### config.mk
export PLATFORM = sky130hd
export DESIGN_NAME = mtrf_top
export DESIGN_NICKNAME = d
export VERILOG_FILES = /design/src/inc/mtrf_pkg.sv /design/src/hdl/mtrf_top.sv
export SDC_FILE = /design/constraint.sdc
export NUM_CORES = 1
export LEC_CHECK = 0
export BUFFER_PORTS_ARGS = -buffer_cell sky130_fd_sc_hd__buf_2
export CAP_MARGIN = 20
export CORE_ASPECT_RATIO = 0.75
export CORE_MARGIN = 2
export CORE_UTILIZATION = 25
export DETAILED_ROUTE_END_ITERATION = 8
export PLACE_DENSITY = 0.49
export SYNTH_ARGS = -nofsm -noshare
export SYNTH_HDL_FRONTEND = slang
export SYNTH_SLANG_ARGS = --single-unit
### constraint.sdc
create_clock -name ref_clk -period 5.01 [get_ports ref_clk]
set_clock_uncertainty 0.15 [all_clocks]
set_input_delay 0.7515 -clock ref_clk [delete_from_list [all_inputs] [get_ports ref_clk]]
set_output_delay 0.7515 -clock ref_clk [all_outputs]
set_load 0.01 [all_outputs]
### src/inc/mtrf_pkg.sv
// Purpose: Shared constants for the transmit outcome / receive filter block
// Assumes: APB with 32-bit data, 50 MHz ref_clk
// Notes:   Offsets are byte addresses
package mtrf_pkg;
    localparam logic [7:0]  TX_OUTCOME_OFS  = 8'h04;
    localparam logic [7:0]  RX_CONFIG_OFS   = 8'h0C;
    localparam logic [7:0]  TX_CMD_OFS      = 8'h10;
    localparam logic [7:0]  STATION_LO_OFS  = 8'h14;
    localparam logic [7:0]  STATION_HI_OFS  = 8'h18;
    localparam logic [7:0]  COLL_COUNT_OFS  = 8'h1C;
    // Transmit outcome bit positions
    localparam int TX_OK_BIT      = 0;
    localparam int COLLIDED_BIT   = 2;
    localparam int EXCESS_BIT     = 3;
    localparam int CARRIER_BIT    = 4;
    localparam int STARVED_BIT    = 5;
    localparam int HEARTBEAT_BIT  = 6;
    localparam int LATE_COLL_BIT  = 7;
    // Receive config bit positions
    localparam int KEEP_ERR_BIT   = 0;
    localparam int RUNT_BIT       = 1;
    localparam int BCAST_BIT      = 2;
    localparam int MCAST_BIT      = 3;
    localparam int ALLUNI_BIT     = 4;
    localparam int CHECK_ONLY_BIT = 5;
    localparam logic [7:0] TX_OUTCOME_MASK = 8'hFD;
    localparam logic [7:0] RX_CONFIG_MASK  = 8'h3F;
    localparam logic [7:0] RX_CONFIG_RST   = 8'h00;
    localparam logic [4:0] MAX_ATTEMPTS    = 5'h10;
    localparam logic [10:0] MIN_LEN        = 11'h040;
    localparam logic [10:0] RUNT_MIN_LEN   = 11'h008;
    // Timing
    localparam int CLK_MHZ          = 50;
    localparam int HB_WINDOW_NS     = 6400;
    localparam int SLOT_TIME_NS     = 51200;
    localparam int HB_WINDOW_CYC    = (HB_WINDOW_NS * CLK_MHZ) / 1000;
    localparam int SLOT_TIME_CYC    = (SLOT_TIME_NS * CLK_MHZ) / 1000;
endpackage

### src/hdl/mtrf_top.sv
// Purpose: Per-packet transmit outcome flags and receive accept filter
// Assumes: Event inputs come from same-clock MAC logic, one-cycle pulses
// Notes:   Backoff, DMA, tallies and hash array live outside
//
// Local design decision: the APB register port.
`timescale 1ns/100ps
module mtrf_top (
    input  wire logic        ref_clk,
    input  wire logic        srst,
    input  wire logic        psel,
    input  wire logic        penable,
    input  wire logic        pwrite,
    input  wire logic [7:0]  paddr,
    input  wire logic [31:0] pwdata,
    output logic      [31:0] prdata,
    output logic             pready,
    output logic             pslverr,
    input  wire logic        txCollision,
    input  wire logic        txCarrierLost,
    input  wire logic        txFifoEmpty,
    input  wire logic        txBusGranted,
    input  wire logic        txDone,
    input  wire logic        heartbeatSeen,
    input  wire logic        rxEnd,
    input  wire logic [47:0] rxDestAddr,
    input  wire logic [10:0] rxLength,
    input  wire logic        rxCrcErr,
    input  wire logic        rxAlignErr,
    input  wire logic        rxHashHit,
    output logic             txActive,
    output logic             txAbort,
    output logic             txReschedule,
    output logic             rxAccept,
    output logic             rxStore,
    output logic             rxMissedInc
);
    typedef enum logic [1:0] {
        MTRF_IDLE = 2'b00,
        MTRF_SEND = 2'b01,
        MTRF_GAP  = 2'b10
    } mtrf_state_e;

    mtrf_state_e state_r;
    logic [7:0]  txOutcome_r;
    logic [7:0]  rxConfig_r;
    logic [47:0] stationAddr_r;
    logic [4:0]  clashCount_r;
    logic [15:0] timer_r;
    logic        hbSeen_r;
    logic        apbAccess;
    logic        apbWrite;
    logic        txStart;
    logic        endSend;
    logic        excessHit;
    logic        lateColl;
    logic [7:0]  outcome_nxt;

    assign apbAccess = psel && penable && pready;
    assign apbWrite  = apbAccess && pwrite;
    assign txStart   = apbWrite && paddr == mtrf_pkg::TX_CMD_OFS && pwdata[0]
                       && state_r == MTRF_IDLE;
    assign excessHit = txCollision
                       && (clashCount_r + 5'h01) == mtrf_pkg::MAX_ATTEMPTS;
    assign lateColl  = txCollision
                       && timer_r >= 16'(mtrf_pkg::SLOT_TIME_CYC);
    assign endSend   = state_r == MTRF_SEND && (txDone || excessHit
                       || (txFifoEmpty && !txBusGranted));

    // One APB wait state: access phase always answered on its second cycle
    always_ff @(posedge ref_clk) begin
        if (srst) begin
            pready <= 1'b0;
        end else begin
            pready <= psel && penable && !pready;
        end
    end

    always_ff @(posedge ref_clk) begin
        if (srst) begin
            pslverr <= 1'b0;
        end else begin
            pslverr <= psel && penable && !pready
                       && paddr != mtrf_pkg::TX_OUTCOME_OFS
                       && paddr != mtrf_pkg::RX_CONFIG_OFS
                       && paddr != mtrf_pkg::TX_CMD_OFS
                       && paddr != mtrf_pkg::STATION_LO_OFS
                       && paddr != mtrf_pkg::STATION_HI_OFS
                       && paddr != mtrf_pkg::COLL_COUNT_OFS;
        end
    end

    // Read data registered in the first access cycle
    always_ff @(posedge ref_clk) begin
        if (srst) begin
            prdata <= 32'h0000_0000;
        end else if (psel && penable && !pready && !pwrite) begin
            case (paddr)
                mtrf_pkg::TX_OUTCOME_OFS: prdata <= {24'h0, txOutcome_r};
                mtrf_pkg::TX_CMD_OFS:     prdata <= {31'h0, txActive};
                mtrf_pkg::STATION_LO_OFS: prdata <= stationAddr_r[31:0];
                mtrf_pkg::STATION_HI_OFS:
                    prdata <= {16'h0, stationAddr_r[47:32]};
                mtrf_pkg::COLL_COUNT_OFS: prdata <= {27'h0, clashCount_r};
                default:                  prdata <= 32'h0000_0000;
            endcase
        end
    end

    always_ff @(posedge ref_clk) begin
        if (srst) begin
            rxConfig_r <= mtrf_pkg::RX_CONFIG_RST;
        end else if (apbWrite && paddr == mtrf_pkg::RX_CONFIG_OFS) begin
            rxConfig_r <= pwdata[7:0] & mtrf_pkg::RX_CONFIG_MASK;
        end
    end

    always_ff @(posedge ref_clk) begin
        if (srst) begin
            stationAddr_r <= 48'h0000_0000_0000;
        end else if (apbWrite && paddr == mtrf_pkg::STATION_LO_OFS) begin
            stationAddr_r[31:0] <= pwdata;
        end else if (apbWrite && paddr == mtrf_pkg::STATION_HI_OFS) begin
            stationAddr_r[47:32] <= pwdata[15:0];
        end
    end

    always_ff @(posedge ref_clk) begin
        if (srst) begin
            state_r <= MTRF_IDLE;
        end else begin
            case (state_r)
                MTRF_IDLE: if (txStart) state_r <= MTRF_SEND;
                MTRF_SEND: if (endSend) state_r <= MTRF_GAP;
                MTRF_GAP:
                    if (timer_r >= 16'(mtrf_pkg::HB_WINDOW_CYC - 1))
                        state_r <= MTRF_IDLE;
                default: state_r <= MTRF_IDLE;
            endcase
        end
    end

    // Counts slot time while sending, heartbeat window in the gap;
    // restarts per attempt so late collisions are per attempt
    always_ff @(posedge ref_clk) begin
        if (srst) begin
            timer_r <= 16'h0000;
        end else if (txStart || endSend || (state_r == MTRF_SEND
                     && txCollision)) begin
            timer_r <= 16'h0000;
        end else if (state_r != MTRF_IDLE && timer_r != 16'hFFFF) begin
            timer_r <= timer_r + 16'h0001;
        end
    end

    always_ff @(posedge ref_clk) begin
        if (srst) begin
            hbSeen_r <= 1'b0;
        end else if (endSend) begin
            hbSeen_r <= 1'b0;
        end else if (state_r == MTRF_GAP && heartbeatSeen) begin
            hbSeen_r <= 1'b1;
        end
    end

    always_ff @(posedge ref_clk) begin
        if (srst) begin
            clashCount_r <= 5'h00;
        end else if (txStart) begin
            clashCount_r <= 5'h00;
        end else if (state_r == MTRF_SEND && txCollision
                     && clashCount_r != mtrf_pkg::MAX_ATTEMPTS) begin
            clashCount_r <= clashCount_r + 5'h01;
        end
    end

    always_comb begin
        outcome_nxt = txOutcome_r;
        if (state_r == MTRF_SEND) begin
            if (txCollision)
                outcome_nxt[mtrf_pkg::COLLIDED_BIT] = 1'b1;
            if (excessHit)
                outcome_nxt[mtrf_pkg::EXCESS_BIT] = 1'b1;
            if (txCarrierLost)
                outcome_nxt[mtrf_pkg::CARRIER_BIT] = 1'b1;
            if (txFifoEmpty && !txBusGranted)
                outcome_nxt[mtrf_pkg::STARVED_BIT] = 1'b1;
            if (lateColl)
                outcome_nxt[mtrf_pkg::LATE_COLL_BIT] = 1'b1;
            if (endSend)
                outcome_nxt[mtrf_pkg::TX_OK_BIT] =
                    !outcome_nxt[mtrf_pkg::EXCESS_BIT]
                    && !outcome_nxt[mtrf_pkg::STARVED_BIT];
        end
        if (state_r == MTRF_GAP
            && timer_r >= 16'(mtrf_pkg::HB_WINDOW_CYC - 1)
            && !hbSeen_r && !heartbeatSeen)
            outcome_nxt[mtrf_pkg::HEARTBEAT_BIT] = 1'b1;
        if (txStart)
            outcome_nxt = 8'h00;
        outcome_nxt = outcome_nxt & mtrf_pkg::TX_OUTCOME_MASK;
    end

    // Zero after reset; software must not trust it before a first send
    always_ff @(posedge ref_clk) begin
        if (srst) begin
            txOutcome_r <= 8'h00;
        end else begin
            txOutcome_r <= outcome_nxt;
        end
    end

    always_ff @(posedge ref_clk) begin
        if (srst) begin
            txActive     <= 1'b0;
            txAbort      <= 1'b0;
            txReschedule <= 1'b0;
        end else begin
            txActive     <= (state_r == MTRF_IDLE && txStart)
                            || (state_r == MTRF_SEND && !endSend);
            txAbort      <= state_r == MTRF_SEND && (excessHit
                            || (txFifoEmpty && !txBusGranted));
            txReschedule <= state_r == MTRF_SEND && txCollision
                            && !excessHit;
        end
    end

    // Receive acceptance decision on the packet's final cycle
    logic isBcast;
    logic isMcast;
    logic addrOk;
    logic errOk;
    logic lenOk;
    assign isBcast = &rxDestAddr;
    assign isMcast = rxDestAddr[40] && !isBcast;
    assign addrOk  = (isBcast && rxConfig_r[mtrf_pkg::BCAST_BIT])
                  || (isMcast && rxConfig_r[mtrf_pkg::MCAST_BIT]
                      && rxHashHit)
                  || (!rxDestAddr[40]
                      && (rxConfig_r[mtrf_pkg::ALLUNI_BIT]
                          || rxDestAddr == stationAddr_r));
    assign errOk   = !(rxCrcErr || rxAlignErr)
                     || rxConfig_r[mtrf_pkg::KEEP_ERR_BIT];
    assign lenOk   = rxLength >= mtrf_pkg::MIN_LEN
                     || (rxConfig_r[mtrf_pkg::RUNT_BIT]
                         && rxLength >= mtrf_pkg::RUNT_MIN_LEN);

    always_ff @(posedge ref_clk) begin
        if (srst) begin
            rxAccept    <= 1'b0;
            rxStore     <= 1'b0;
            rxMissedInc <= 1'b0;
        end else begin
            rxAccept    <= rxEnd && addrOk && errOk && lenOk;
            rxStore     <= rxEnd && addrOk && errOk && lenOk
                           && !rxConfig_r[mtrf_pkg::CHECK_ONLY_BIT];
            rxMissedInc <= rxEnd && addrOk && !rxCrcErr && !rxAlignErr
                           && lenOk
                           && rxConfig_r[mtrf_pkg::CHECK_ONLY_BIT];
        end
    end
endmodule // mtrf_top

### Word level (Yosys, flattened, before mapping)

Index checks and enable logic that the tools add are counted.

| storage, ports and cells | value |
|---|---|
| bits in registers | 126 |
| output and inout bits | 40 |
| word-level logic and storage cells | 146 |

| operators by class | value |
|---|---|
| add/sub/neg operators | 2 |
| magnitude comparators | 4 |
| equality and inequality tests | 21 |
| mux-type cells | 9 |
| bitwise logic cells | 1 |
| reduce and logical (&&, ||, !) cells | 86 |

Operators with widths:

| kind | number |
|---|---|
| $pmux W32 S5 | 1 |
| $eq A48 B48 Y1 | 1 |
| $reduce_and A48 Y1 | 1 |
| $logic_and A1 B1 Y1 | 47 |
| $eq A8 B5 Y1 const B | 4 |
| $ne A8 B5 Y1 const B | 4 |
| $add A16 B1 Y16 const B | 1 |
| $ge A16 B12 Y1 const B | 1 |
| $ge A16 B9 Y1 const B | 1 |
| $ne A16 B16 Y1 const B | 1 |
| $logic_not A1 Y1 | 15 |
| $logic_or A1 B1 Y1 | 12 |
| $ge A11 B4 Y1 const B | 1 |
| $ge A11 B7 Y1 const B | 1 |
| $reduce_and A2 Y1 | 5 |
| $eq A8 B3 Y1 const B | 1 |
| $eq A8 B4 Y1 const B | 1 |
| $ne A8 B3 Y1 const B | 1 |
| $ne A8 B4 Y1 const B | 1 |
| $mux W2 | 3 |
| $pmux W2 S3 | 1 |
| $reduce_or A2 Y1 | 3 |
| $add A5 B1 Y5 const B | 1 |
| $eq A5 B5 Y1 const B | 1 |
| other kinds (10) | 14 |

### Depth between registers and ports, before layout

| depth | value |
|---|---|
| word-level depth | 12 |
| depth in mapped cells | 8 |
| mapped depth without buffers | 7 |

### Worst setup path before layout

No wires, ideal clock.

| timing | value |
|---|---|
| path type | input to register |
| from | input port paddr[7] |
| to | register stationAddr_r[10] |
| library setup time | 0.132 ns |
| data arrival time | 2.211 ns |
| required time | 4.728 ns |
| slack | 2.517 ns |
| stages on the path | 8 |
| cell sequence | or4_1 -> buf_2 -> nor4_2 -> buf_4 -> nand2_2 -> buf_2 -> nand2_1 -> a21oi_1 |

| on the way | value |
|---|---|
| longest elaborated chain between the ends | 2 |

Ends and longest elaborated chain:

| what | RTL line | source |
|---|---|---|
| start, declared | mtrf_top.sv:13 | `input wire logic [7:0] paddr,` |
| $eq A8 B5 Y1 | mtrf_top.sv:120 | `end else if (apbWrite && paddr == mtrf_pkg::STATION_LO_OFS) begin` |
| $logic_and A1 B1 Y1 | mtrf_top.sv:120 |  |
| end signal, assigned | mtrf_top.sv:121 | `stationAddr_r[31:0] <= pwdata;` |
| end, declared | mtrf_top.sv:46 | `logic [47:0] stationAddr_r;` |

No other way between the ends.
A chain may end at the register's enable or synchronous reset.

### Worst setup path after layout

| timing | value |
|---|---|
| from | input port paddr[7] |
| to | register stationAddr_r[19] |

The elaborated chain is that of the path after synthesis.

==> qor.txt <==
Status = finished clean
RR Startpoint = clashCount_r[0]
RSZ-0062 raised after global routing = no
Total track usage = 16.06%
Slew HR = 32.52%
Critical path fanouts, max = 29
Deepest clock path buffer count = 2
Initial DRC count = 509
Fill cells = 2477
Final WL = 20000 um
Internal = 1.853 mW
Pins over their slew limit = 0
Final hold vios = 0
Startpoint Class = primary input
Port Buffer Count = 150
Most frequent cells in the layout = buf_2 (150), dfxtp_1 (125), nand2_1 (119)
Grt total ovfl = 0
Setup-failing EPs final = 0
DP Worst Slack = 1304 ps
Final period util = 65.82%
Global-route wire length before repair = 30420 um
Cell variety after synth = 54
Mapped Cells = 699
Synth async-reset ratio = 0%
Antenna violations before repair = 2
Postcts setup bufs = 0
CTS tree = done
Worst Hold Path EP = prdata[3]
Area growth syn-to-layout = 27.04%
Cells on Worst Hold Path = 2
Count of state elements after synthesis = 125
Vias/cell = 4.820
Vias in the first global route = 5141
Flop-to-flop setup slack = 2650 ps
Comb pwr share = 5.9%
Syn_nets = 818
DRT antenna net count = 0
Inserted Clock Buffers = 17
CTS resizes = 0
Leak = 2.674 nW
Clk pwr share = 52.8%
FMAX = 0.3032 GHz
Root Buffer = clkbuf_16
FF-to-FF End = hbSeen_r
Most used DFF post-synth = dfxtp_1
H-tree levels = 4
TritonRoute pass-1 iters = 5
Leading cell type in the layout, fill and taps excluded = buf_2
Largest net degree at the start of global routing = 88
Clock sink count = 125
WL/cell = 17.39 um
DIE AREA = 0.02461 mm^2
Register-to-Register Path Depth = 6
Layout cell share with drive strength beyond 1 = 23.91%
HP Class = reg2reg
Net switching power = 0.5696 mW
Post-Syn Area = 0.005839 mm^2
Vias = 5543
Seq pwr share = 41.3%
Gpl congestion = 0.8427
Setup TNS = 0 ps
Synth Area per Inst = 8.354 um^2
CTS clk-pin slew, worst paths = 60 ps
Cts hold-fix bufs = 0
Site Rows = 48
Critical setup path kind = in2reg
CP arrival = 3490 ps
Tmin final = 3298 ps
Max-cap violations = 0
Final HPWL DP = 14710 um
Die Ht = 136.4 um
IO Pins = 154
Seq/Total Area, Yosys = 42.85%
Post-synth EDFFs = 0
Critical Path RT = 5200 ps
DRC viols = 0
Tightest Pin Transition = 1012 ps
Core area = 0.02294 mm^2
Worst-Skew Late Latency = 420 ps
Final WS setup = 1712 ps
Die X = 180.5 um
Switch share = 23.52%
VDD IR max = 0.2287 mV
Critical Path End Type = flip-flop
PD cells = 326.6 mW/mm^2
Synth warn = 0
Starting Density = 25.45%
Worst Hold Launch = prdata[3]
Layout Nets = 955
==> sequential cells by signal, summed over array words and instances (netlist names), 2 cells and up <==
signal and flops:
state_r 2, txOutcome_r 7, clashCount_r 5, rxConfig_r 6, timer_r 16, stationAddr_r 48, prdata 32
==> synthesized netlist by cell type (2+ instances only) <==
cell,count,area share [%]
a311o_1,2,0.34
a221oi_1,8,1.2
nor3_1,14,1.2
a21oi_1,77,6.6
nand4_1,31,3.3
a211oi_1,8,1.0
o21ai_0,5,0.43
mux2_2,4,0.77
buf_6,7,1.3
nor4bb_1,2,0.34
and2_1,3,0.32
or3_1,3,0.32
nor2_1,58,3.7
and4_1,2,0.30
dfxtp_1,125,43
clkbuf_1,19,1.2
xor2_1,3,0.45
nand2b_1,2,0.21
nor4_1,7,0.75
o31a_1,2,0.30
nor2b_1,4,0.43
a31oi_1,5,0.54
a2111oi_0,2,0.30
xnor2_1,61,9.1
buf_4,4,0.51
nand3_1,41,3.5
a21o_1,2,0.26
mux2i_1,12,2.1
o211ai_1,2,0.26
ha_1,5,1.1
a222oi_1,6,1.0
nor4_2,2,0.43
inv_1,11,0.71
a32o_1,2,0.34
buf_2,9,0.77
o21ai_1,6,0.51
or4_1,7,0.90
o22ai_1,2,0.21
nand2_1,119,7.6
==> power by group through the flow <==
stage               sequential (mW)  clock (mW)  combinational (mW)
floorplan                      1.02           0              0.0556
global placement               1.02           0               0.142
detailed placement             1.02           0               0.142
CTS                            1.00        1.30               0.142
global route                   1.00        1.34               0.156
finish                         1.00        1.28               0.142
==> metal layers <==
layer | GRT usage (%) | share of wire [%] | up-vias
met5 | 0 | 0 | -
met4 | 4.301 | 1.1 | 0
met3 | 4.152 | 6.6 | 17
met2 | 22.12 | 42 | 196
met1 | 24.29 | 50 | 2574
li1 | - | - | 2756
==> logic make-up after synthesis <==
logic type | count (synthesis) | synth area share (%)
xor+xnor | 64 | 9.599
fa+ha+maj | 5 | 1.071
mux | 16 | 2.828
buf+inv | 50 | 4.564
simple gates | 304 | 24.88
flops | 125 | 42.85
compound gates | 135 | 14.21
==> worst max-delay path: stages <==
cell and delay (ps):
buf_2 90, or4_1 740, nor4_4 270, buf_4 390, and2_1 620, buf_4 380, nand2_1 90, a21oi_1 130
==> area by class of cell <==
| class | count | area (um^2) | share of cell area, % |
|---|---|---|---|
| tap | 300 | 375.4 | 5.060 |
| sequential | 125 | 2502 | 33.73 |
| clock inverter | 13 | 166.4 | 2.243 |
| multi-input combinational | 524 | 3084 | 41.58 |
| antenna | 1 | 2.502 | 0.03373 |
| clock buffer | 19 | 442.9 | 5.971 |
| inverter | 11 | 41.29 | 0.5566 |
| timing repair buffer | 157 | 803.3 | 10.83 |
==> worst max path at each step <==
stage / startpoint / slack, ps / end / cells after the start
after floorplan: paddr[7] / 2520 / stationAddr_r[10] / 8
after global placement: paddr[7] / 1360 / stationAddr_r[18] / 8
after detailed placement: paddr[7] / 1300 / stationAddr_r[19] / 8
after CTS: paddr[7] / 1760 / stationAddr_r[19] / 8
after global routing: paddr[7] / 1540 / stationAddr_r[11] / 8
final: paddr[7] / 1710 / stationAddr_r[19] / 8
==> stage by stage <==
stage	power [mW]	hold slack [ps]	util (%)	instance area [um^2]	instances
after floorplan	1.079	263.8	-	5839	699
after global placement	1.164	284.3	29.64	6799	1116
after detailed placement	1.163	290.4	29.67	6807	1117
after CTS	2.440	299.8	32.32	7416	1149
after global routing	2.495	312.3	32.32	7416	1149
final	2.422	296.1	32.34	7418	1150
Note: power is estimated with default switching activity, not from simulation.
